### src/design/mpoc_map.vh
// constants and register map of the mode pin and output control block
//------------------------------------------------------------------------
// rule summary
//------------------------------------------------------------------------
// How it works
// aux pin muxes four sources by select
// lock indicator uses lock indicator config
// config 0 push-pull high; 1 open drain
// unlock shown only while reference present
// special pin disables aux for 001/010
// special pin disables pll out for 000/010
// mode pins pick one of four sets
// global settings shared by all sets
// pin low enables, high disables outputs
// function 011: pin high enables ratio shift
// ratio shifts right one to four places
// auto source when index differs from set
// function 100: high pin forces manual source
// function 110: pin overrides source unless auto
// function 111: high pin forces pll clock
// enables and clock switches never cut periods
// input clock or lock sources not glitch-free
// pll output low while unlocked unless enabled
// mode pin change forces temporary unlock
// special pin change may unlock for 011-110
// reference loss or input loss unlocks; code unlocks on input loss only via auto fallback
// board holds inputs, toggles mode pins thrice; bench toggles them four times
// index picks ratio; static uses set ratio
// pins synchronised before use
`ifndef MPOC_MAP_VH
`define MPOC_MAP_VH

// register byte offsets
`define MPOC_GLOBAL_OFS 8'h00
`define MPOC_MODAL0_OFS 8'h04
`define MPOC_RATIO0_OFS 8'h14
`define MPOC_STATUS_OFS 8'h24
`define MPOC_EFFRAT_OFS 8'h28

// global register fields
`define MPOC_G_LOCKCFG 0
`define MPOC_G_SPF_LO 1
`define MPOC_G_SPF_HI 3
`define MPOC_G_OUTUNL 4

// modal register fields
`define MPOC_M_RSH_LO 0
`define MPOC_M_AUX_LO 2
`define MPOC_M_IDX_LO 4
`define MPOC_M_FRAC 6

// special pin functions
`define MPOC_SPF_DIS_PLL 3'h0
`define MPOC_SPF_DIS_AUX 3'h1
`define MPOC_SPF_DIS_BOTH 3'h2
`define MPOC_SPF_RMOD 3'h3
`define MPOC_SPF_NOAUTO 3'h4
`define MPOC_SPF_RSVD 3'h5
`define MPOC_SPF_FRAC 3'h6
`define MPOC_SPF_AUXPLL 3'h7

// aux sources
`define MPOC_AUX_REF 2'h0
`define MPOC_AUX_IN 2'h1
`define MPOC_AUX_PLL 2'h2
`define MPOC_AUX_LOCK 2'h3

// timing: sys_clk period and hold/loss times
`define MPOC_CLK_NS 10
`define MPOC_RELOCK_NS 1000
// relock hold in cycles: the hold time over the clock period
`define MPOC_RELOCK_CYC 8'h64
`define MPOC_REF_LOSS_CYC 5'h10
`define MPOC_IN_LOSS_CYC 24'h800000

`endif

### src/design/mpoc_ctrl.v
// mode pin decode, aux mux, output gating and apb register file
`timescale 1ns/100ps
`include "mpoc_map.vh"

module mpoc_ctrl #(
   parameter [23:0] IN_LOSS_CYC = `MPOC_IN_LOSS_CYC
) (
   input wire sys_clk,
   input wire resetn,
   input wire psel,
   input wire penable,
   input wire pwrite,
   input wire [7:0] paddr,
   input wire [31:0] pwdata,
   output wire pready,
   output wire pslverr,
   output wire [31:0] prdata,
   input wire [1:0] mode_pins,
   input wire special_function_pin,
   input wire timing_reference_source,
   input wire input_clock,
   input wire pll_clock,
   input wire pll_lock_in,
   output wire pll_clk_out,
   output wire pll_clk_oe,
   output wire aux_out,
   output wire aux_oe,
   output wire fractional_source_dynamic,
   output wire [31:0] effective_ratio,
   output wire relock_req
);

   //---------------------------------------------------------------------
   // pin synchronisers
   //---------------------------------------------------------------------
   reg [1:0] mode_s1_ff;
   reg [1:0] mode_s2_ff;
   reg [1:0] mode_s3_ff;
   reg sfp_s1_ff;
   reg sfp_s2_ff;
   reg sfp_s3_ff;

   always @(posedge sys_clk or negedge resetn) begin
      if (!resetn) begin
         mode_s1_ff <= 2'h0;
         mode_s2_ff <= 2'h0;
         mode_s3_ff <= 2'h0;
         sfp_s1_ff <= 1'b0;
         sfp_s2_ff <= 1'b0;
         sfp_s3_ff <= 1'b0;
      end else begin
         mode_s1_ff <= mode_pins;
         mode_s2_ff <= mode_s1_ff;
         mode_s3_ff <= mode_s2_ff;
         sfp_s1_ff <= special_function_pin;
         sfp_s2_ff <= sfp_s1_ff;
         sfp_s3_ff <= sfp_s2_ff;
      end
   end

   wire [1:0] mode = mode_s2_ff;
   wire sfp = sfp_s2_ff;

   //---------------------------------------------------------------------
   // configuration registers
   //---------------------------------------------------------------------
   reg lock_indicator_config_ff;
   reg [2:0] special_pin_function_ff;
   reg output_on_unlock_enable_ff;
   reg [6:0] modal_ff [0:3];
   reg [31:0] ratio_ff [0:3];

   wire wr_en = psel & penable & pwrite;
   wire [5:0] widx = paddr[7:2];

   always @(posedge sys_clk or negedge resetn) begin
      if (!resetn) begin
         lock_indicator_config_ff <= 1'b0;
         special_pin_function_ff <= `MPOC_SPF_DIS_PLL;
         output_on_unlock_enable_ff <= 1'b0;
      end else if (wr_en && paddr == `MPOC_GLOBAL_OFS) begin
         // one copy for all sets, never indexed by mode
         lock_indicator_config_ff <= pwdata[`MPOC_G_LOCKCFG];
         special_pin_function_ff <=
            pwdata[`MPOC_G_SPF_HI:`MPOC_G_SPF_LO];
         output_on_unlock_enable_ff <= pwdata[`MPOC_G_OUTUNL];
      end
   end

   genvar gi;
   generate
      for (gi = 0; gi < 4; gi = gi + 1) begin : g_set
         // reset index points at own ratio so auto selection is off
         always @(posedge sys_clk or negedge resetn) begin
            if (!resetn) begin
               modal_ff[gi] <= {1'b0, gi[1:0], 4'h0};
               ratio_ff[gi] <= 32'h0;
            end else if (wr_en) begin
               if (paddr == `MPOC_MODAL0_OFS + 8'h4 * gi[7:0])
                  modal_ff[gi] <= pwdata[6:0];
               if (paddr == `MPOC_RATIO0_OFS + 8'h4 * gi[7:0])
                  ratio_ff[gi] <= pwdata;
            end
         end
      end
   endgenerate

   //---------------------------------------------------------------------
   // active set decode
   //---------------------------------------------------------------------
   wire [6:0] act = modal_ff[mode];
   wire [1:0] rsh_sel = act[`MPOC_M_RSH_LO+1:`MPOC_M_RSH_LO];
   wire [1:0] aux_sel = act[`MPOC_M_AUX_LO+1:`MPOC_M_AUX_LO];
   wire [1:0] dyn_idx = act[`MPOC_M_IDX_LO+1:`MPOC_M_IDX_LO];
   wire frac_sel = act[`MPOC_M_FRAC];
   wire [2:0] spf = special_pin_function_ff;

   wire auto_en = (dyn_idx != mode);
   wire auto_off = (spf == `MPOC_SPF_NOAUTO) & sfp;
   wire auto_act = auto_en & ~auto_off;
   wire rmod_en = (spf == `MPOC_SPF_RMOD) & sfp;

   //---------------------------------------------------------------------
   // clock presence monitors
   //---------------------------------------------------------------------
   reg ref_d_ff;
   reg in_d_ff;
   reg [4:0] ref_cnt_ff;
   reg [23:0] in_cnt_ff;
   reg ref_present_ff;
   reg in_present_ff;
   reg ref_lost_ff;

   wire ref_edge = timing_reference_source & ~ref_d_ff;
   wire in_edge = input_clock & ~in_d_ff;

   always @(posedge sys_clk or negedge resetn) begin
      if (!resetn) begin
         ref_d_ff <= 1'b0;
         in_d_ff <= 1'b0;
         ref_cnt_ff <= 5'h0;
         in_cnt_ff <= 24'h0;
         ref_present_ff <= 1'b0;
         in_present_ff <= 1'b0;
         ref_lost_ff <= 1'b0;
      end else begin
         ref_d_ff <= timing_reference_source;
         in_d_ff <= input_clock;
         ref_lost_ff <= 1'b0;
         if (ref_edge) begin
            ref_cnt_ff <= 5'h0;
            ref_present_ff <= 1'b1;
         end else if (ref_cnt_ff == `MPOC_REF_LOSS_CYC) begin
            ref_lost_ff <= ref_present_ff;
            ref_present_ff <= 1'b0;
         end else begin
            ref_cnt_ff <= ref_cnt_ff + 5'h1;
         end
         // input clock is slow; loss takes the long wait before fallback
         if (in_edge) begin
            in_cnt_ff <= 24'h0;
            in_present_ff <= 1'b1;
         end else if (in_cnt_ff == IN_LOSS_CYC) begin
            in_present_ff <= 1'b0;
         end else begin
            in_cnt_ff <= in_cnt_ff + 24'h1;
         end
      end
   end

   //---------------------------------------------------------------------
   // fractional source and ratio
   //---------------------------------------------------------------------
   reg nxt_frac;
   always @* begin
      if (auto_act)
         nxt_frac = in_present_ff;
      else if (spf == `MPOC_SPF_FRAC)
         nxt_frac = sfp;
      else
         nxt_frac = frac_sel;
   end

   reg frac_dyn_ff;
   reg [31:0] eff_ratio_ff;
   wire [31:0] base_ratio = frac_dyn_ff ? ratio_ff[dyn_idx]
                                        : ratio_ff[mode];
   wire [2:0] shamt = {1'b0, rsh_sel} + 3'h1;
   wire [31:0] nxt_eff = rmod_en ? (base_ratio >> shamt)
                                 : base_ratio;

   always @(posedge sys_clk or negedge resetn) begin
      if (!resetn) begin
         frac_dyn_ff <= 1'b0;
         eff_ratio_ff <= 32'h0;
      end else begin
         frac_dyn_ff <= nxt_frac;
         eff_ratio_ff <= nxt_eff;
      end
   end

   wire frac_change = (nxt_frac != frac_dyn_ff);

   //---------------------------------------------------------------------
   // unlock control
   //---------------------------------------------------------------------
   wire mode_chg = (mode_s2_ff != mode_s3_ff);
   wire sfp_chg = (sfp_s2_ff != sfp_s3_ff) &
                  (spf == `MPOC_SPF_RMOD || spf == `MPOC_SPF_NOAUTO ||
                   spf == `MPOC_SPF_RSVD || spf == `MPOC_SPF_FRAC);
   wire nxt_relock = mode_chg | sfp_chg | ref_lost_ff | frac_change;

   reg relock_ff;
   reg [7:0] hold_ff;
   always @(posedge sys_clk or negedge resetn) begin
      if (!resetn) begin
         relock_ff <= 1'b0;
         hold_ff <= 8'h0;
      end else begin
         relock_ff <= nxt_relock;
         if (nxt_relock)
            hold_ff <= `MPOC_RELOCK_CYC;
         else if (hold_ff != 8'h0)
            hold_ff <= hold_ff - 8'h1;
      end
   end

   wire unlocked = ~pll_lock_in | (hold_ff != 8'h0) |
                   ~ref_present_ff;
   // without a reference the indicator cannot show unlock
   wire unlock_ind = unlocked & ref_present_ff;

   //---------------------------------------------------------------------
   // pll clock output, gated only while the clock is low
   //---------------------------------------------------------------------
   reg pll_gate_ff;
   reg pll_oe_ff;
   reg pll_out_ff;
   wire pll_dis = sfp & (spf == `MPOC_SPF_DIS_PLL ||
                         spf == `MPOC_SPF_DIS_BOTH);

   always @(posedge sys_clk or negedge resetn) begin
      if (!resetn) begin
         pll_gate_ff <= 1'b0;
         pll_oe_ff <= 1'b0;
         pll_out_ff <= 1'b0;
      end else begin
         if (!pll_clock) begin
            pll_gate_ff <= ~unlocked | output_on_unlock_enable_ff;
            pll_oe_ff <= ~pll_dis;
         end
         pll_out_ff <= pll_clock & (pll_clock ? pll_gate_ff
                       : (~unlocked | output_on_unlock_enable_ff));
      end
   end

   //---------------------------------------------------------------------
   // auxiliary output
   //---------------------------------------------------------------------
   wire [1:0] want_src = ((spf == `MPOC_SPF_AUXPLL) & sfp) ?
                         `MPOC_AUX_PLL : aux_sel;
   reg [1:0] cur_src_ff;
   reg aux_oe_ff;
   reg aux_out_ff;
   wire aux_dis = sfp & (spf == `MPOC_SPF_DIS_AUX ||
                         spf == `MPOC_SPF_DIS_BOTH);
   wire cur_is_lock = (cur_src_ff == `MPOC_AUX_LOCK);
   wire cur_clk_pair = (cur_src_ff == `MPOC_AUX_REF) |
                       (cur_src_ff == `MPOC_AUX_PLL);
   wire want_clk_pair = (want_src == `MPOC_AUX_REF) |
                        (want_src == `MPOC_AUX_PLL);
   wire nxt_level_low = (want_src == `MPOC_AUX_REF) ?
                        ~timing_reference_source : ~pll_clock;

   reg sel_level;
   always @* begin
      case (cur_src_ff)
         `MPOC_AUX_REF: sel_level = timing_reference_source;
         `MPOC_AUX_IN: sel_level = input_clock;
         `MPOC_AUX_PLL: sel_level = pll_clock;
         `MPOC_AUX_LOCK: sel_level = lock_indicator_config_ff ? 1'b0
                                     : unlock_ind;
         default: sel_level = 1'b0;
      endcase
   end

   always @(posedge sys_clk or negedge resetn) begin
      if (!resetn) begin
         cur_src_ff <= `MPOC_AUX_REF;
         aux_oe_ff <= 1'b0;
         aux_out_ff <= 1'b0;
      end else begin
         if (want_src != cur_src_ff) begin
            // ref and pll swap only when both levels are low
            if (cur_clk_pair & want_clk_pair) begin
               if (~aux_out_ff & nxt_level_low)
                  cur_src_ff <= want_src;
            end else begin
               cur_src_ff <= want_src;
            end
         end
         if (cur_is_lock | ~aux_out_ff)
            aux_oe_ff <= ~aux_dis;
         aux_out_ff <= sel_level;
      end
   end

   wire od_mode = cur_is_lock & lock_indicator_config_ff;

   // open drain pulls low only while unlock is indicated
   reg unlock_drv_ff;
   always @(posedge sys_clk or negedge resetn) begin
      if (!resetn)
         unlock_drv_ff <= 1'b0;
      else
         unlock_drv_ff <= unlock_ind;
   end

   //---------------------------------------------------------------------
   // apb slave, zero wait states, read data captured in setup phase, write data in access phase
   //---------------------------------------------------------------------
   reg [31:0] rdata_ff;
   reg [31:0] nxt_rdata;
   reg map_hit;
   reg ro_hit;
   always @* begin
      nxt_rdata = 32'h0;
      map_hit = 1'b1;
      ro_hit = 1'b0;
      if (paddr == `MPOC_GLOBAL_OFS)
         nxt_rdata = {27'h0, output_on_unlock_enable_ff,
                      special_pin_function_ff, lock_indicator_config_ff};
      else if (paddr >= `MPOC_MODAL0_OFS && paddr < `MPOC_RATIO0_OFS &&
               paddr[1:0] == 2'h0)
         nxt_rdata = {25'h0, modal_ff[widx[1:0] - 2'h1]};
      else if (paddr >= `MPOC_RATIO0_OFS && paddr < `MPOC_STATUS_OFS &&
               paddr[1:0] == 2'h0)
         nxt_rdata = ratio_ff[widx[1:0] - 2'h1];
      else if (paddr == `MPOC_STATUS_OFS) begin
         ro_hit = 1'b1;
         nxt_rdata = {22'h0, rmod_en, cur_src_ff, in_present_ff,
                      ref_present_ff, ~unlocked, auto_act,
                      frac_dyn_ff, mode};
      end else if (paddr == `MPOC_EFFRAT_OFS) begin
         ro_hit = 1'b1;
         nxt_rdata = eff_ratio_ff;
      end else
         map_hit = 1'b0;
   end

   always @(posedge sys_clk or negedge resetn) begin
      if (!resetn)
         rdata_ff <= 32'h0;
      else if (psel & ~penable & ~pwrite)
         rdata_ff <= nxt_rdata;
   end

   assign pready = 1'b1;
   assign pslverr = psel & penable & (~map_hit | (pwrite & ro_hit));
   assign prdata = rdata_ff;

   assign pll_clk_out = pll_out_ff;
   assign pll_clk_oe = pll_oe_ff;
   assign aux_out = od_mode ? 1'b0 : aux_out_ff;
   assign aux_oe = aux_oe_ff & (~od_mode | unlock_drv_ff);
   assign fractional_source_dynamic = frac_dyn_ff;
   assign effective_ratio = eff_ratio_ff;
   assign relock_req = relock_ff;

endmodule

### config.mk
export PLATFORM = sky130hd
export DESIGN_NAME = mpoc_ctrl
export DESIGN_NICKNAME = d
export VERILOG_FILES = /design/src/design/mpoc_ctrl.v
export VERILOG_INCLUDE_DIRS = /design/src /design/src/design
export SDC_FILE = /design/constraint.sdc
export NUM_CORES = 1
export LEC_CHECK = 0
export ABC_CLOCK_PERIOD_IN_PS = 7230
export BUFFER_PORTS_ARGS = -buffer_cell sky130_fd_sc_hd__buf_4
export CAP_MARGIN = 20
export CORE_ASPECT_RATIO = 1.75
export CORE_UTILIZATION = 35
export CTS_BUF_LIST = sky130_fd_sc_hd__clkbuf_8
export DETAILED_ROUTE_END_ITERATION = 7
export PLACE_DENSITY_LB_ADDON = 0.12
export SLEW_MARGIN = 15
export SYNTH_ARGS = -nofsm -noshare
export SYNTH_HDL_FRONTEND = slang
export SYNTH_SLANG_ARGS = --single-unit
### constraint.sdc
create_clock -name sys_clk -period 7.23 [get_ports sys_clk]
set_input_delay 0.3615 -clock sys_clk [delete_from_list [all_inputs] [get_ports sys_clk]]
set_output_delay 0.3615 -clock sys_clk [all_outputs]
set_load 0.1 [all_outputs]
==> impl_metrics.env <==
export IMPL_status="finished clean"
export IMPL_dieArea_sq_um=49350
export IMPL_die_w_um=168.4
export IMPL_first_global_vias=13808
export IMPL_postSynth_asyncResetShare=1.000
export IMPL_setup_worst_path_start_class="register"
export IMPL_gp_congestion=0.8874
export IMPL_ant_nets=0
export IMPL_cp_slowest_cell="mux4_4"
export IMPL_critPathKind="register to register"
export IMPL_syn2layout_area_growth_pct=15.25
export IMPL_finalCriticalPeriod_ns=3.856
export IMPL_end_kind="register"
export IMPL_clock_skew_ns=0.02674
export IMPL_drive_above_1_share=0.3137
export IMPL_routed_wl_mm=60.04
export IMPL_port_buffer_count=122
export IMPL_worst_pin_slew_ns=1.146
export IMPL_r2r_cells=7
export IMPL_crit_chain="mux4_4 -> buf_4 -> mux2i_1 -> mux2i_1 -> mux2_2 -> a21oi_1 -> a221oi_1"
export IMPL_hold_violations=0
export IMPL_grt_remaining_overflow=0
export IMPL_cap_violations=0
export IMPL_syn_area_sq_um=16950
export IMPL_clk_latency_ns=0.60
export IMPL_synth_seq_area_share=0.4225
export IMPL_synth_edf_count=0
export IMPL_cts_sinks=286
export IMPL_vias=13150
export IMPL_synth_top_family_by_area="multiplexers"
export IMPL_cts_buffers=47
export IMPL_fin_tns_setup_ns=0
export IMPL_top_layer="met4"
export IMPL_cp_max_fo=39
export IMPL_drt_vias_per_instance=5.921
export IMPL_final_util=0.4091
export IMPL_cts_root_buf="clkbuf_8"
export IMPL_cts_setup_buffers=0
export IMPL_peakVddDrop_mv=0.1021
export IMPL_top_level_ports=124
export IMPL_placed_cell_area_sq_um=18310
export IMPL_met2RoutedLength_mm=32.17
export IMPL_drt_pre_antenna_iters=5
export IMPL_start_util=0.3550
export IMPL_r2r_end="effective_ratio[18]"
export IMPL_synth_simple_area_share=0.09508
export IMPL_grt_max_degree=162
export IMPL_layout_common_cells="dfrtp_1, mux2_2, buf_4, mux2i_1, nand2_1"
export IMPL_die_y_um=293.1
export IMPL_synth_mux_area_frac=0.3090
export IMPL_hold_path_startpoint="pwdata[27]"
export IMPL_rsz0062_at_grt="false"
export IMPL_hold_path_depth=2
export IMPL_synth_cells=1479
export IMPL_nets=1655
export IMPL_row_count=106
export IMPL_clock_tree_buffer_depth=3
export IMPL_hp_class="input port to register"
export IMPL_synth_compound_area_share=0.1120
export IMPL_track_usage=0.2454
export IMPL_ys_types=76
export IMPL_post_route_cell_area_sq_um=19540
export IMPL_synth_fa_ha_area_frac=0.008120
export IMPL_r2r_slack_ns=3.37
export IMPL_rr_startpoint="mode[1]"
export IMPL_path_clk_slew_ns=0.07
export IMPL_drc=0
export IMPL_synth_xor_area_frac=0.01904
export IMPL_dr_wl_met3_mm=2.246
export IMPL_drv_slew=0
export IMPL_drt_initial_drc_count=856
export IMPL_core_area_sq_um=47750
export IMPL_leakage_nw=8.494
export IMPL_crit_arrival_ns=4.28
export IMPL_power_mw=3.670
export IMPL_fmax_mhz=259.3
export IMPL_wl_per_cell_um=27.03
export IMPL_synth_avg_cell_area_sq_um=11.46
export IMPL_route_layer_met1_wl_mm=20.75
export IMPL_final_common_cell="dfrtp_1"
export IMPL_crit_top_cell="mux2i_1"
export IMPL_htree_levels=2
export IMPL_synth_ff_type="dfrtp_1"
export IMPL_synthesis_nets=1542
export IMPL_grt_pass1_wl_mm=89.73
export IMPL_slew_headroom=0.2360
export IMPL_ys_ff_latch=286
export IMPL_antenna_found_initial=1
export IMPL_setup_viol=0
export IMPL_fin_crit_sh=0.5334
export IMPL_whs_ns=0.03202
export IMPL_worstPathRequired_ns=7.66
export IMPL_power_per_cell_area_nw_per_um2=187.9
export IMPL_max_stage_delay_ns=0.98
export IMPL_worstHoldEndpoint="ratio_ff[27]"
export IMPL_yosysWarningCount=0
export IMPL_cts_tree="built"
export IMPL_hpwl_mm=42.33
==> critical path: cells and delay by family (launching register included) <==
kind,cells,cell delay [ns]
flip-flops,1,0.67
buffers and inverters,1,0.65
AO/OA/AOI/OAI,2,0.32
multiplexers,4,2.00
==> sequential cells by signal, summed over array words and instances (netlist names), 2 cells and up, named ones only <==
signal                   count
hold_ff                      8
ref_cnt_ff                   5
ratio_ff                   128
effective_ratio             32
special_pin_function_ff      3
modal_ff                    28
mode_s3_ff                   2
in_cnt_ff                   24
cur_src_ff                   2
mode                         2
mode_s1_ff                   2
prdata                      32
==> layer usage <==
metal	global-route usage	vias to the layer above
met5	0	-
met4	0.1814	0
met3	0.02896	163
met2	0.4572	432
met1	0.2494	6764
li1	-	5791
==> worst max path at each step <==
stage / from / end / slack [ns]
2_1_floorplan: paddr[2] / pslverr / 2.13
3_3_place_gp: mode[1] / effective_ratio[16] / 3.46
3_5_place_dp: mode[1] / effective_ratio[16] / 3.44
4_1_cts: mode[1] / effective_ratio[16] / 3.43
5_1_grt: mode[1] / effective_ratio[6] / 3.24
6_report: mode[1] / effective_ratio[18] / 3.37
==> final cells by class <==
class | count | area, sq um
inverters | 16 | 60.06
fillers | 4660 | 28210
well taps | 594 | 743.2
flip-flops and latches | 286 | 7168
diodes | 1 | 2.502
clock buffers | 60 | 825.8
multi-input cells | 1073 | 9241
repair buffers | 168 | 1341
clock inverters | 23 | 152.6
==> timing repair <==
item                                   CTS  global route
endpoints found under the hold margin  131             0
hold buffers                            24             0
gates resized for setup                  0             0
==> cell families after synthesis <==
kind of cell | Yosys count
xor+xnor | 36
flops | 286
mux | 396
compound gates | 281
buf+inv | 120
other cells | 1
fa+ha+maj | 11
simple gates | 348
==> metrics by stage <==
step	setup slack (ns)	std cells
global placement	3.464	2113
CTS	3.435	2220
finish	3.374	2221
floorplan	2.126	1479
detailed placement	3.437	2113
global route	3.240	2221
==> synth_stat cells, types with 13 or more instances <==
| cell | count | share of area |
|---|---|---|
| mux4_2 | 82 | 0.11 |
| buf_2 | 14 | 0.0041 |
| nand2_1 | 118 | 0.026 |
| mux2_2 | 191 | 0.13 |
| xor2_1 | 23 | 0.012 |
| a21oi_1 | 51 | 0.015 |
| dfrtp_1 | 282 | 0.42 |
| nor3_1 | 20 | 0.0059 |
| nand3_1 | 35 | 0.010 |
| mux2i_1 | 121 | 0.071 |
| nand2b_1 | 13 | 0.0048 |
| clkbuf_1 | 65 | 0.014 |
| nor2_1 | 91 | 0.020 |
| o22ai_1 | 15 | 0.0055 |
| inv_1 | 16 | 0.0035 |
| a211oi_1 | 13 | 0.0058 |
| o21ai_0 | 61 | 0.018 |
| a22oi_1 | 37 | 0.016 |
| and3_1 | 13 | 0.0048 |
==> power by group <==
| group | internal (mW) | switching (mW) | total [mW] |
|---|---|---|---|
| logic | 0.159 | 0.290 | 0.448 |
| clock network | 0.815 | 0.698 | 1.51 |
| registers | 1.65 | 0.0607 | 1.71 |
| total | 2.62 | 1.05 | 3.67 |
No activity file was read; power rests on OpenSTA's default activity.
